===== src/logic/rdc_defs.svh =====
// constants for the redriver configuration and receiver-detect control block
`ifndef RDC_DEFS_SVH
`define RDC_DEFS_SVH
`define RDC_CLK_KHZ      10000
`define RDC_POLL_US      150
`define RDC_POLL_CYC     ((`RDC_POLL_US * `RDC_CLK_KHZ) / 1000)
`define RDC_PDHOLD_US    200
`define RDC_PDHOLD_CYC   ((`RDC_PDHOLD_US * `RDC_CLK_KHZ + 999) / 1000)
`define RDC_SETTLE_CYC   3'h4
`define RDC_ADR_CTRL     4'h0
`define RDC_ADR_EQ_A     4'h1
`define RDC_ADR_EQ_B     4'h2
`define RDC_ADR_DET_CMD  4'h3
`define RDC_ADR_STATUS   4'h4
`define RDC_ADR_STRAPS   4'h5
`define RDC_CTRL_EQEN    0
`define RDC_CTRL_PDB     1
`define RDC_EQ_RST       4'h0
`define RDC_SADDR_M1     7'h18
`define RDC_SADDR_M2     7'h20
`endif


===== src/logic/rdc_pkg.sv =====
// types shared by the redriver control block
package rdc_pkg;
  typedef enum logic [1:0] {
    RDC_L0 = 2'b00,
    RDC_L1 = 2'b01,
    RDC_L2 = 2'b10,
    RDC_L3 = 2'b11
  } rdc_lvl_t;
  typedef enum logic [1:0] {
    RDC_DET_IDLE  = 2'b00,
    RDC_DET_WAIT  = 2'b01,
    RDC_DET_PROBE = 2'b10,
    RDC_DET_FOUND = 2'b11
  } rdc_det_state_t;
endpackage


===== src/logic/rdc_strap_dec.sv =====
// four-level strap resolver: synchronised comparator bits to a two-bit level
`timescale 1ns/1ps
module rdc_strap_dec (
  input  wire logic       i_clk,
  input  wire logic       i_rst,
  input  wire logic [2:0] i_cmp,
  output logic      [1:0] o_level
);
  logic [2:0] meta_q;
  logic [2:0] sync_q;
  logic [1:0] level_d;
  // thermometer code: float reads highest, 1k to ground lowest
  assign level_d = sync_q[2] ? rdc_pkg::RDC_L3 :
                   sync_q[1] ? rdc_pkg::RDC_L2 :
                   sync_q[0] ? rdc_pkg::RDC_L1 : rdc_pkg::RDC_L0;
  always_ff @(posedge i_clk or posedge i_rst) begin
    if (i_rst) begin
      meta_q  <= 3'h0;
      sync_q  <= 3'h0;
      o_level <= 2'h3;
    end else begin
      meta_q  <= i_cmp;
      sync_q  <= meta_q;
      o_level <= level_d;
    end
  end
endmodule


===== src/logic/rdc_det_chan.sv =====
// receiver-detect poller for one channel
`timescale 1ns/1ps
module rdc_det_chan (
  input  wire logic i_clk,
  input  wire logic i_rst,
  input  wire logic i_enable,
  input  wire logic i_start,
  input  wire logic i_tick,
  input  wire logic i_sense,
  output logic      o_detected,
  output logic      o_probe
);
  rdc_pkg::rdc_det_state_t state_q;
  rdc_pkg::rdc_det_state_t state_d;
  always_comb begin
    state_d = state_q;
    case (state_q)
      rdc_pkg::RDC_DET_IDLE: state_d = rdc_pkg::RDC_DET_IDLE;
      rdc_pkg::RDC_DET_WAIT: begin
        if (i_tick) begin
          state_d = rdc_pkg::RDC_DET_PROBE;
        end
      end
      rdc_pkg::RDC_DET_PROBE: begin
        state_d = i_sense ? rdc_pkg::RDC_DET_FOUND : rdc_pkg::RDC_DET_WAIT;
      end
      rdc_pkg::RDC_DET_FOUND: state_d = rdc_pkg::RDC_DET_FOUND;
      default: state_d = rdc_pkg::RDC_DET_IDLE;
    endcase
    // a start clears any earlier result and polls afresh
    if (i_start) begin
      state_d = rdc_pkg::RDC_DET_WAIT;
    end
    if (!i_enable) begin
      state_d = rdc_pkg::RDC_DET_IDLE;
    end
  end
  always_ff @(posedge i_clk or posedge i_rst) begin
    if (i_rst) begin
      state_q    <= rdc_pkg::RDC_DET_IDLE;
      o_detected <= 1'b0;
      o_probe    <= 1'b0;
    end else begin
      state_q    <= state_d;
      o_detected <= (state_d == rdc_pkg::RDC_DET_FOUND);
      o_probe    <= (state_d == rdc_pkg::RDC_DET_PROBE);
    end
  end
endmodule


===== src/logic/rdc_ctl.sv =====
// redriver strap decode, slave address, power-down and receiver-detect control
//
// The placing of the registers and strobed register access were left to the implementer.
`timescale 1ns/1ps
`include "rdc_defs.svh"
// What this block does
// - pin mode index is four times hi plus lo
// - separate index per channel group
// - serial mode registers replace strap boost
// - pin mode gain follows gain strap
// - detect starts on powerup, pins, register
// - pin events all channels, register per channel
// - buffer level: detection off, 50 ohm unless powered down
// - float level: hi-z, poll, 50 ohm found
// - long power-down pulse restarts detection
// - power-down resets group a, hi-z
// - group b power-down resets, hi-z
// - float level gives active link mode
// - lowest level gives active buffer mode
// - each strap resolves to four levels
// - latch straps at powerup, mode live
// - serial modes enable bus configuration
// - slave addresses from address, mode straps
// - address table per mode, bank b plus one
// - pin mode needs no register access
module rdc_ctl #(
  parameter int unsigned POLL_CYC   = `RDC_POLL_CYC,
  parameter int unsigned PDHOLD_CYC = `RDC_PDHOLD_CYC
) (
  input  wire logic       i_clk,
  input  wire logic       i_rst,
  input  wire logic [2:0] i_boost_sel_lo_cmp,
  input  wire logic [2:0] i_boost_sel_hi_cmp,
  input  wire logic [2:0] i_gain_cmp,
  input  wire logic [2:0] i_mode_cmp,
  input  wire logic [2:0] i_term_sense_cfg_cmp,
  input  wire logic [2:0] i_addr_cmp,
  input  wire logic       i_power_down_pin,
  input  wire logic       i_route_sel,
  input  wire logic [3:0] i_far_term,
  input  wire logic [3:0] i_reg_addr,
  input  wire logic [7:0] i_reg_wdata,
  input  wire logic       i_reg_wr,
  input  wire logic       i_reg_rd,
  output logic      [7:0] o_reg_rdata,
  output logic      [3:0] o_eq_idx_a,
  output logic      [3:0] o_eq_idx_b,
  output logic      [1:0] o_gain_lvl,
  output logic            o_serial_en,
  output logic      [6:0] o_slave_addr_a,
  output logic      [6:0] o_slave_addr_b,
  output logic            o_standby,
  output logic            o_link_mode,
  output logic            o_buffer_mode,
  output logic            o_path_rst_a,
  output logic            o_path_rst_b,
  output logic      [3:0] o_term_a,
  output logic      [3:0] o_term_b,
  output logic      [3:0] o_probe
);
  localparam int PW = $clog2(POLL_CYC);
  localparam int HW = $clog2(PDHOLD_CYC + 1);

  if (POLL_CYC < 16) begin : g_chk_poll
    $error("POLL_CYC too small");
  end
  if (PDHOLD_CYC < 2) begin : g_chk_hold
    $error("PDHOLD_CYC too small");
  end

  // ****************************************
  // strap resolution
  // ****************************************
  logic [1:0] lvl_lo;
  logic [1:0] lvl_hi;
  logic [1:0] lvl_gain;
  logic [1:0] lvl_mode;
  logic [1:0] lvl_det;
  logic [1:0] lvl_addr;

  rdc_strap_dec u_dec_lo   (.i_clk(i_clk), .i_rst(i_rst), .i_cmp(i_boost_sel_lo_cmp),
                            .o_level(lvl_lo));
  rdc_strap_dec u_dec_hi   (.i_clk(i_clk), .i_rst(i_rst), .i_cmp(i_boost_sel_hi_cmp),
                            .o_level(lvl_hi));
  rdc_strap_dec u_dec_gain (.i_clk(i_clk), .i_rst(i_rst), .i_cmp(i_gain_cmp),
                            .o_level(lvl_gain));
  rdc_strap_dec u_dec_mode (.i_clk(i_clk), .i_rst(i_rst), .i_cmp(i_mode_cmp),
                            .o_level(lvl_mode));
  rdc_strap_dec u_dec_det  (.i_clk(i_clk), .i_rst(i_rst), .i_cmp(i_term_sense_cfg_cmp),
                            .o_level(lvl_det));
  rdc_strap_dec u_dec_addr (.i_clk(i_clk), .i_rst(i_rst), .i_cmp(i_addr_cmp),
                            .o_level(lvl_addr));

  // ****************************************
  // power-up capture
  // ****************************************
  logic [2:0] settle_cnt_q;
  logic       captured_q;
  logic       captured_dly_q;
  logic [1:0] boost_lo_q;
  logic [1:0] boost_hi_q;
  logic [1:0] gain_q;
  logic [1:0] det_lvl_q;
  logic [1:0] addr_lvl_q;
  logic       capture;
  logic       pwrup_start;

  // waits out the synchroniser and decoder latency before trusting straps
  assign capture     = !captured_q && (settle_cnt_q == `RDC_SETTLE_CYC);
  assign pwrup_start = captured_q && !captured_dly_q;

  always_ff @(posedge i_clk or posedge i_rst) begin
    if (i_rst) begin
      settle_cnt_q   <= 3'h0;
      captured_q     <= 1'b0;
      captured_dly_q <= 1'b0;
      boost_lo_q     <= 2'h0;
      boost_hi_q     <= 2'h0;
      gain_q         <= 2'h3;
      det_lvl_q      <= 2'h3;
      addr_lvl_q     <= 2'h0;
    end else begin
      captured_dly_q <= captured_q;
      if (!captured_q) begin
        settle_cnt_q <= settle_cnt_q + 3'h1;
      end
      if (capture) begin
        captured_q <= 1'b1;
        boost_lo_q <= lvl_lo;
        boost_hi_q <= lvl_hi;
        gain_q     <= lvl_gain;
        det_lvl_q  <= lvl_det;
        addr_lvl_q <= lvl_addr;
      end
    end
  end

  // ****************************************
  // pin synchronisers and events
  // ****************************************
  logic [5:0] pin_meta_q;
  logic [5:0] pin_sync_q;
  logic [1:0] pin_prev_q;
  logic       pd;
  logic       sel_edge;
  logic       pd_fall;
  logic [HW-1:0] hold_cnt_q;
  logic       hold_ok;
  logic       pd_restart;

  assign pd         = pin_sync_q[0];
  assign sel_edge   = captured_q && (pin_sync_q[1] != pin_prev_q[1]);
  assign pd_fall    = pin_prev_q[0] && !pd;
  assign hold_ok    = (hold_cnt_q == HW'(PDHOLD_CYC));
  assign pd_restart = pd_fall && hold_ok;

  always_ff @(posedge i_clk or posedge i_rst) begin
    if (i_rst) begin
      pin_meta_q <= 6'h00;
      pin_sync_q <= 6'h00;
      pin_prev_q <= 2'h0;
      hold_cnt_q <= '0;
    end else begin
      pin_meta_q <= {i_far_term, i_route_sel, i_power_down_pin};
      pin_sync_q <= pin_meta_q;
      pin_prev_q <= pin_sync_q[1:0];
      if (!pd) begin
        hold_cnt_q <= '0;
      end else if (!hold_ok) begin
        hold_cnt_q <= hold_cnt_q + HW'(1);
      end
    end
  end

  // ****************************************
  // register port
  // ****************************************
  logic       eqen_q;
  logic       pd_b_q;
  logic [3:0] eq_a_q;
  logic [3:0] eq_b_q;
  logic       serial;
  logic       wr_ok;
  logic       wr_ctrl;
  logic       wr_eq_a;
  logic       wr_eq_b;
  logic       wr_det;
  logic [3:0] det_vec;
  logic [3:0] pin_idx;
  logic [7:0] rd_mux;

  assign serial  = (lvl_mode == rdc_pkg::RDC_L1) || (lvl_mode == rdc_pkg::RDC_L2);
  // pin mode ignores writes so straps alone set the configuration
  assign wr_ok   = i_reg_wr && serial;
  assign wr_ctrl = wr_ok && (i_reg_addr == `RDC_ADR_CTRL);
  assign wr_eq_a = wr_ok && (i_reg_addr == `RDC_ADR_EQ_A);
  assign wr_eq_b = wr_ok && (i_reg_addr == `RDC_ADR_EQ_B);
  assign wr_det  = wr_ok && (i_reg_addr == `RDC_ADR_DET_CMD);
  assign pin_idx = {boost_hi_q, boost_lo_q};

  assign rd_mux =
    (i_reg_addr == `RDC_ADR_CTRL)   ? {6'h00, pd_b_q, eqen_q} :
    (i_reg_addr == `RDC_ADR_EQ_A)   ? {4'h0, eq_a_q} :
    (i_reg_addr == `RDC_ADR_EQ_B)   ? {4'h0, eq_b_q} :
    (i_reg_addr == `RDC_ADR_STATUS) ? {1'b0, pd, lvl_mode, det_vec} :
    (i_reg_addr == `RDC_ADR_STRAPS) ? {det_lvl_q, gain_q, pin_idx} : 8'h00;

  always_ff @(posedge i_clk or posedge i_rst) begin
    if (i_rst) begin
      eqen_q      <= 1'b0;
      pd_b_q      <= 1'b0;
      eq_a_q      <= `RDC_EQ_RST;
      eq_b_q      <= `RDC_EQ_RST;
      o_reg_rdata <= 8'h00;
    end else begin
      if (wr_ctrl) begin
        eqen_q <= i_reg_wdata[`RDC_CTRL_EQEN];
        pd_b_q <= i_reg_wdata[`RDC_CTRL_PDB];
      end
      if (wr_eq_a) begin
        eq_a_q <= i_reg_wdata[3:0];
      end
      if (wr_eq_b) begin
        eq_b_q <= i_reg_wdata[3:0];
      end
      o_reg_rdata <= i_reg_rd ? rd_mux : 8'h00;
    end
  end

  // ****************************************
  // receiver detect
  // ****************************************
  logic [PW-1:0] poll_cnt_q;
  logic       poll_tick;
  logic       det_on;
  logic       buffer;
  logic       start_all;
  logic [3:0] det_start;
  logic [3:0] probe_vec;

  assign buffer    = (det_lvl_q == rdc_pkg::RDC_L0);
  assign det_on    = captured_q && !buffer;
  assign poll_tick = (poll_cnt_q == PW'(POLL_CYC - 1)) && !pd;
  assign start_all = pwrup_start || sel_edge || pd_restart;
  assign det_start = {4{start_all}} | (wr_det ? i_reg_wdata[3:0] : 4'h0);

  always_ff @(posedge i_clk or posedge i_rst) begin
    if (i_rst) begin
      poll_cnt_q <= '0;
    end else if (pd || (poll_cnt_q == PW'(POLL_CYC - 1))) begin
      poll_cnt_q <= '0;
    end else begin
      poll_cnt_q <= poll_cnt_q + PW'(1);
    end
  end

  for (genvar ch = 0; ch < 4; ch++) begin : g_chan
    rdc_det_chan u_chan (
      .i_clk      (i_clk),
      .i_rst      (i_rst),
      .i_enable   (det_on),
      .i_start    (det_start[ch]),
      .i_tick     (poll_tick),
      .i_sense    (pin_sync_q[2+ch]),
      .o_detected (det_vec[ch]),
      .o_probe    (probe_vec[ch])
    );
  end

  // ****************************************
  // outputs
  // ****************************************
  logic [3:0] term_d;
  logic [6:0] addr_base;
  logic [6:0] addr_a_d;

  // buffer level never waits for a far end; link level shows hi-z until found
  assign term_d    = pd ? 4'h0 : (buffer ? 4'hf : det_vec);
  assign addr_base = (lvl_mode == rdc_pkg::RDC_L1) ? `RDC_SADDR_M1 : `RDC_SADDR_M2;
  assign addr_a_d  = addr_base + {4'h0, addr_lvl_q, 1'b0};

  always_ff @(posedge i_clk or posedge i_rst) begin
    if (i_rst) begin
      o_eq_idx_a     <= 4'h0;
      o_eq_idx_b     <= 4'h0;
      o_gain_lvl     <= 2'h3;
      o_serial_en    <= 1'b0;
      o_slave_addr_a <= 7'h00;
      o_slave_addr_b <= 7'h00;
      o_standby      <= 1'b0;
      o_link_mode    <= 1'b0;
      o_buffer_mode  <= 1'b0;
      o_path_rst_a   <= 1'b1;
      o_path_rst_b   <= 1'b1;
      o_term_a       <= 4'h0;
      o_term_b       <= 4'h0;
      o_probe        <= 4'h0;
    end else begin
      o_eq_idx_a     <= (serial && eqen_q) ? eq_a_q : pin_idx;
      o_eq_idx_b     <= (serial && eqen_q) ? eq_b_q : pin_idx;
      o_gain_lvl     <= gain_q;
      o_serial_en    <= serial;
      o_slave_addr_a <= serial ? addr_a_d : 7'h00;
      o_slave_addr_b <= serial ? (addr_a_d | 7'h01) : 7'h00;
      o_standby      <= pd;
      o_link_mode    <= det_on && !pd;
      o_buffer_mode  <= captured_q && buffer && !pd;
      o_path_rst_a   <= pd;
      o_path_rst_b   <= pd || pd_b_q;
      o_term_a       <= term_d;
      o_term_b       <= pd_b_q ? 4'h0 : term_d;
      o_probe        <= probe_vec;
    end
  end
endmodule


===== config.mk =====
export PLATFORM = sky130hd
export DESIGN_NAME = rdc_ctl
export DESIGN_NICKNAME = d
export VERILOG_FILES = /design/src/logic/rdc_pkg.sv /design/src/logic/rdc_strap_dec.sv /design/src/logic/rdc_det_chan.sv /design/src/logic/rdc_ctl.sv
export VERILOG_INCLUDE_DIRS = /design/src /design/src/logic
export SDC_FILE = /design/constraint.sdc
export NUM_CORES = 1
export LEC_CHECK = 0
export ABC_CLOCK_PERIOD_IN_PS = 2960
export BUFFER_PORTS_ARGS = -buffer_cell sky130_fd_sc_hd__buf_2
export CAP_MARGIN = 20
export CORE_UTILIZATION = 40
export CTS_BUF_LIST = sky130_fd_sc_hd__clkbuf_8
export CTS_CLUSTER_SIZE = 40
export DETAILED_ROUTE_END_ITERATION = 10
export GPL_ROUTABILITY_DRIVEN = 0
export PLACE_DENSITY_LB_ADDON = 0.25
export SLEW_MARGIN = 20
export SYNTH_ARGS = -nofsm -noshare
export SYNTH_HDL_FRONTEND = slang
export SYNTH_HIERARCHICAL = 1
export SYNTH_SLANG_ARGS = --single-unit

===== constraint.sdc =====
create_clock -name i_clk -period 2.96 [get_ports i_clk]
set_input_delay 0.296 -clock i_clk [delete_from_list [all_inputs] [get_ports i_clk]]
set_output_delay 0.296 -clock i_clk [all_outputs]
set_load 0.02 [all_outputs]

### Word-level counts from Yosys, hierarchy flattened

Index checks and enable logic that the tools add are counted.

| word-level totals | value |
|---|---|
| bits in registers | 175 |
| input bits | 40 |

| cells by class | value |
|---|---|
| add/subtract/negate cells | 4 |
| eq/ne operators | 32 |
| muxes and demuxes | 56 |
| bitwise logic cells | 1 |
| reduce and logical (&&, ||, !) cells | 31 |

Operators by type and width:

| cell | number |
|---|---|
| 2-bit two-way mux | 28 |
| 8-bit two-way mux | 6 |
| 2-bit == test, second input constant | 17 |
| 11-bit two-way mux | 3 |
| 2-bit case mux with 4 select lines | 4 |
| 4-bit two-way mux | 6 |
| 11-bit by 1-bit adder with 11-bit output, second input constant | 2 |
| 11-bit == test, second input constant | 2 |
| 1-bit logical AND | 16 |
| 7-bit two-way mux | 2 |
| 2-bit by 1-bit == test with 1-bit output, second input constant | 5 |
| 2-bit logical NOT | 5 |
| 4-bit by 2-bit == test with 1-bit output, second input constant | 2 |
| 4-bit by 3-bit == test with 1-bit output, second input constant | 2 |
| 6-bit by 3-bit adder with 7-bit output | 1 |
| 1-bit two-way mux | 6 |
| 6-bit two-way mux | 1 |
| 1-bit logical OR | 5 |
| 4-bit by 1-bit == test with 1-bit output, second input constant | 1 |
| 1-bit logical NOT | 4 |
| 4-bit logical NOT | 1 |
| 4-bit OR | 1 |
| 3-bit by 1-bit adder with 3-bit output, second input constant | 1 |
| 3-bit == test, second input constant | 1 |
| 2 further kinds | 2 |

### Logic depth before layout (Yosys ltp)

| logic depth | value |
|---|---|
| word-level depth | 9 |
| mapped depth | 8 |
| gate-level depth less buffers | 8 |

### By module

The synthesis kept the hierarchy.

Modules (own cells, without submodules):

| module | times used | cells an instance | area an instance (um2) | sequential area each (um2) |
|---|---|---|---|---|
| rdc_ctl | 1 | 331 | 4172.8 | 2512.4 |
| rdc_strap_dec | 6 | 12 | 224.0 | 202.7 |
| rdc_det_chan | 4 | 13 | 155.1 | 100.1 |

### Worst setup path before layout

OpenSTA, ideal clock, no wires.

| timing | value |
|---|---|
| path type | register to register |
| start | reg u_dec_mode.o_level[0] |
| end | reg g_chan[0].u_chan.o_probe |
| library setup time | 86 ps |
| arrival time | 1774 ps |
| data required time | 2874 ps |
| slack | 1100 ps |
| cell stages (with the launch flop) | 9 |
| buffers on the path | 0 |
| cells stage by stage | dfstp_2 > inv_1 > ha_1 > inv_1 > and3_4 > and3_1 > a21o_1 > nand2b_4 > nor3_1 |

| on the way | value |
|---|---|
| cells in the longest elaborated chain, start to end | 9 |
| elaborated cells between the ends (all ways) | 10 |
| those cells by class | eq/ne (3); mux (3); bitwise (1); reduce/logical (3) |

Ends and longest elaborated chain:

| what | line | text |
|---|---|---|
| from (decl) | rdc_strap_dec.sv:7 | `output logic [1:0] o_level` |
| from (signal assigned) | rdc_strap_dec.sv:24 | `o_level <= level_d;` |
| 2-bit by 1-bit == test with 1-bit output or 2-bit == test (tied branches) | rdc_ctl.sv:192 | `assign serial = (lvl_mode == rdc_pkg::RDC_L1) \|\| (lvl_mode == rdc_pkg::RDC_L2);` |
| 1-bit logical OR (*) | rdc_ctl.sv:192 |  |
| via serial | rdc_ctl.sv:182 | `logic serial;` |
| 1-bit logical AND (*) | rdc_ctl.sv:194 | `assign wr_ok = i_reg_wr && serial;` |
| 1-bit logical AND (*) | rdc_ctl.sv:198 | `` assign wr_det = wr_ok && (i_reg_addr == `RDC_ADR_DET_CMD); `` |
| 4-bit two-way mux (*) | rdc_ctl.sv:245 | `assign det_start = {4{start_all}} \| (wr_det ? i_reg_wdata[3:0] : 4'h0);` |
| 4-bit OR (*) | rdc_ctl.sv:245 |  |
| via det_start[0] | rdc_ctl.sv:238 | `logic [3:0] det_start;` |
| 2-bit two-way mux (*) | rdc_det_chan.sv:31 | `if (i_start) begin` |
| 2-bit two-way mux (*) | rdc_det_chan.sv:34 | `if (!i_enable) begin` |
| 2-bit == test (*) | rdc_det_chan.sv:46 | `o_probe <= (state_d == rdc_pkg::RDC_DET_PROBE);` |
| to (signal assigned) | rdc_det_chan.sv:46 |  |
| to (decl) | rdc_det_chan.sv:11 | `output logic o_probe` |

Mark *: on every way through the listed nets, which the timed path passes. The rest lies on a longest branch.
A chain may end at the register's enable or synchronous reset.

### Worst setup path in the final report

| timing | value |
|---|---|
| start | reg u_dec_mode.o_level[0] |
| end | reg o_eq_idx_b[3] |

| on the way | value |
|---|---|
| cells in the longest elaborated chain, start to end | 4 |
| elaborated cells between the ends (all ways) | 5 |
| those cells by class | eq/ne (2); mux (1); reduce/logical (2) |

Ends and longest elaborated chain:

| what | line | text |
|---|---|---|
| 2-bit by 1-bit == test with 1-bit output or 2-bit == test (tied branches) | rdc_ctl.sv:192 |  |
| 1-bit logical OR (*) | rdc_ctl.sv:192 |  |
| 1-bit logical AND (*) | rdc_ctl.sv:300 | `o_eq_idx_b <= (serial && eqen_q) ? eq_b_q : pin_idx;` |
| 4-bit two-way mux (*) | rdc_ctl.sv:300 |  |
| to (signal assigned) | rdc_ctl.sv:300 |  |
| to (decl) | rdc_ctl.sv:47 | `output logic [3:0] o_eq_idx_b,` |

Every way passes the cells marked *; elsewhere a longest branch is shown, timed or not.

==> summary.txt <==
Status
  • Status: completed

Power
  • Clock share of power: 0.373
  • Sequential Power Share: 0.539
  • P_leak: 3.520 nW
  • Worst vdd rail ir drop: 0.3158 mV
  • Psw: 1.179 mW
  • PwrDens: 614.7 nW/um2
  • Switch share: 0.2605
  • Int Pwr: 3.348 mW
  • Comb power frac: 0.088

Die
  • Die height: 125.9 um
  • Core ar.: 14750 um2
  • Initial Utilization: 0.4160
  • Row Count: 44
  • I/O pins: 90
  • Total Die Area: 15840 um2
  • Width of the die: 125.9 um

Detailed routing
  • Routed len/inst: 14.01 um
  • Via count: 3564
  • Antenna Violating Nets Remaining: 0
  • Via density: 4.677
  • DRC errors left: 0
  • Starting DRT DRC Count: 171
  • DR pass1 iterations: 4
  • Post-Route WL: 10670 um

Placed design
  • DP Worst Slack: 0.8889 ns
  • Post-DP HPWL: 7331 um
  • Cell Area, Placed: 6694 um2
  • Port bufs: 82

STA
  • Pins over their slew limit: 0
  • Clk_skew: 0.01168 ns
  • Final Cycle Share: 0.7072
  • Setup violators final: 0
  • Worst setup margin: 0.8668 ns
  • Slew Limit Headroom: 0.4965
  • Endpoints failing hold: 0
  • RSZ-0062 raised after global routing: false
  • Setup TNS: 0 ns
  • Post-layout min period: 2.093 ns
  • Worst slew pin tran: 0.7537 ns
  • Fmax: 0.4777 GHz

Yosys
  • Mux contribution to synthesized area: 0.06402
  • Post-synthesis adder-cell area fraction: 0.01427
  • Largest area contributor in the netlist: dfrtp_1
  • Number of distinct library cells after synthesis: 49
  • Seq/Total Area, Yosys: 0.6728
  • Synthesized flop and latch total: 164
  • Post-Synth Simple-Gate Area: 0.1305
  • Ys async rst share: 1.000
  • Most common cell in the netlist: dfrtp_1
  • Post-synth top area share: 0.5872
  • List of most frequent post-synthesis cells: 144 x dfrtp_1, 39 x nor2_1, 28 x inv_1, 26 x mux2_2, 20 x dfstp_2
  • Synth warn: 6
  • Commonest register cell after synthesis: dfrtp_1
  • Synth Cell Area: 6137 um2
  • Number of synthesized flops with an enable pin: 0
  • XOR/XNOR Fraction of Synth Area: 0.02997
  • Top cells by area, synth: dfrtp_1 59%, dfstp_2 8.6%, mux2_2 4.8%, xnor2_1 2.6%, nor2_1 2.4%
  • Mean Syn Cell Area: 13.49 um2
  • Mapped Cells: 455
  • Area fraction in compound gates after synthesis: 0.04852
  • Largest family of logic cells by synthesized area: simple AND/OR/NAND/NOR gates

Setup path
  • Worst Setup Path Type: flip-flop to flip-flop
  • Crit end category: flip-flop
  • R2r worst-path depth: 4
  • Worst EP required: 3.30 ns
  • Worst R2R End: o_eq_idx_b[3]
  • Worst EP arrival: 2.43 ns
  • CP Launch Type: flip-flop
  • R2R Path Start: u_dec_mode/o_level[0]
  • CP max FO: 8
  • Reg2reg setup slack: 0.87 ns

Clocking
  • CTS tree: yes
  • Clock transition at the registers of the reported paths: 0.09 ns
  • Clk sinks: 164
  • Cts repair resizes: 0
  • Clock buffer depth: 2
  • Latest clock arrival within the worst-skew pair: 0.46 ns
  • Setup bufs post-CTS: 0
  • Cts bufs inserted: 17
  • H-tree depth: 4
  • CTS Hold Bufs: 25
  • CTS root buf: clkbuf_8

Global routing
  • Total track usage: 0.1527
  • Vias in the first global route: 3719
  • GRT overflow: 0
  • First-pass GRT wire length: 18340 um
  • Largest net degree at the start of global routing: 55
  • Initial antenna violation count: 0

Finish
  • Area of the multi-input gates: 1774 um2
  • Proportion of layout cells with a drive suffix above 1: 0.3183
  • Nets: 612
  • Post-route cell area: 7366 um2
  • Reg area: 4129 um2
  • Number of fill cells: 1293
  • Area grow syn2layout: 20.02%
  • # diodes: 0

Hold path
  • Hold Crit Start: i_reg_wdata[1]
  • Hold Path Sink: eq_b_q[1]
  • WHS Path Cells: 2
  • Worst min path class: primary input to flip-flop

Flow run
  • Max Cap Viol: 0
==> flip-flops by register name, summed over array words and instances, names as in the netlist, 6 cells and up <==
signal and count:
hold_cnt_q 11, pin_sync_q 6, poll_cnt_q 11, o_reg_rdata 8, pin_meta_q 6, g_chan.u_chan/state_q 8
==> cell type report <==
class	count	area share
repair buffers	111	0.09546
well taps	184	0.03126
clock buffers	17	0.03176
multi-input cells	243	0.2409
flip-flops and latches	164	0.5606
inverters	28	0.01461
clock inverters	15	0.02548
==> metrics by stage <==
stage | util | hold WS, ns | instances | power, mW
after floorplan | - | 0.06208 | 457 | 2.746
after global placement | 0.4537 | 0.3328 | 705 | 2.851
after detailed placement | 0.4537 | 0.3347 | 705 | 2.866
after CTS | 0.4992 | 0.1107 | 762 | 4.598
after global routing | 0.4992 | 0.1174 | 762 | 4.743
final | 0.4992 | 0.1396 | 762 | 4.528
==> power by group through the flow <==
| stage | clock, mW | combinational (mW) | sequential [mW] |
|---|---|---|---|
| finish | 1.69 | 0.398 | 2.44 |
| floorplan | 0 | 0.237 | 2.51 |
| global route | 1.84 | 0.442 | 2.46 |
| global placement | 0 | 0.368 | 2.48 |
| CTS | 1.75 | 0.406 | 2.44 |
| detailed placement | 0 | 0.379 | 2.49 |
==> worst max-delay path, cell delays in order, from the launching register on <==
cell and delay, ns:
dfstp_2 0.55, inv_1 0.04, ha_1 0.35, nor2b_1 0.62, mux2_2 0.42
==> routing by layer <==
metal	routed length, um	global-route usage	share of wire	vias to the layer above
met5	0	0	0	-
met1	4965	0.1963	0.47	1778
met2	5220	0.2444	0.49	66
met4	96	0.05953	0.0090	0
li1	-	-	-	1708
met3	390	0.04503	0.037	12
==> logic make-up after synthesis <==
logic type | count (synthesis)
multiplexers | 34
adder cells (fa/ha/maj) | 7
buffers and inverters | 50
AO/OA/AOI/OAI | 43
other | 1
XOR/XNOR | 21
AND/OR/NAND/NOR | 135
flip-flops | 164
==> cells in the final DEF (no fill, tap or decap), types with 2 or more instances in the layout <==
| cell | n |
|---|---|
| dfrtp_1 | 144 |
| buf_2 | 82 |
| nor2_1 | 39 |
| inv_1 | 27 |
| mux2_2 | 26 |
| dlygate4sd3_1 | 25 |
| dfstp_2 | 20 |
| xnor2_1 | 18 |
| clkbuf_8 | 17 |
| nand2_1 | 15 |
| nor2b_1 | 13 |
| o21ai_0 | 12 |
| nand3_1 | 11 |
| a21o_1 | 11 |
| nor3_1 | 9 |
| a21oi_1 | 9 |
| and2_1 | 8 |
| ha_1 | 7 |
| or2_1 | 6 |
| and3_1 | 5 |
| inv_8 | 5 |
| and4_1 | 4 |
| nand2b_1 | 4 |
| mux2i_1 | 4 |
| mux2_4 | 4 |
| inv_6 | 4 |
| o31a_1 | 4 |
| nand2b_4 | 4 |
| nand4_1 | 3 |
| xor2_1 | 3 |
| conb_1 | 3 |
| buf_4 | 3 |
| nand3b_1 | 2 |
| clkinvlp_4 | 2 |
| bufinv_16 | 2 |
==> worst max path at each step <==
stage / startpoint / cells after the start / end
after floorplan: i_rst / 1 / addr_lvl_q[0]
after detailed placement: u_dec_mode/o_level[0] / 4 / o_eq_idx_b[3]
final: u_dec_mode/o_level[0] / 4 / o_eq_idx_b[3]
after global routing: u_dec_mode/o_level[0] / 4 / o_eq_idx_b[3]
after global placement: u_dec_mode/o_level[0] / 4 / o_eq_idx_a[3]
after CTS: u_dec_mode/o_level[0] / 4 / o_eq_idx_b[3]
Note: power is estimated with default switching activity, not from simulation.
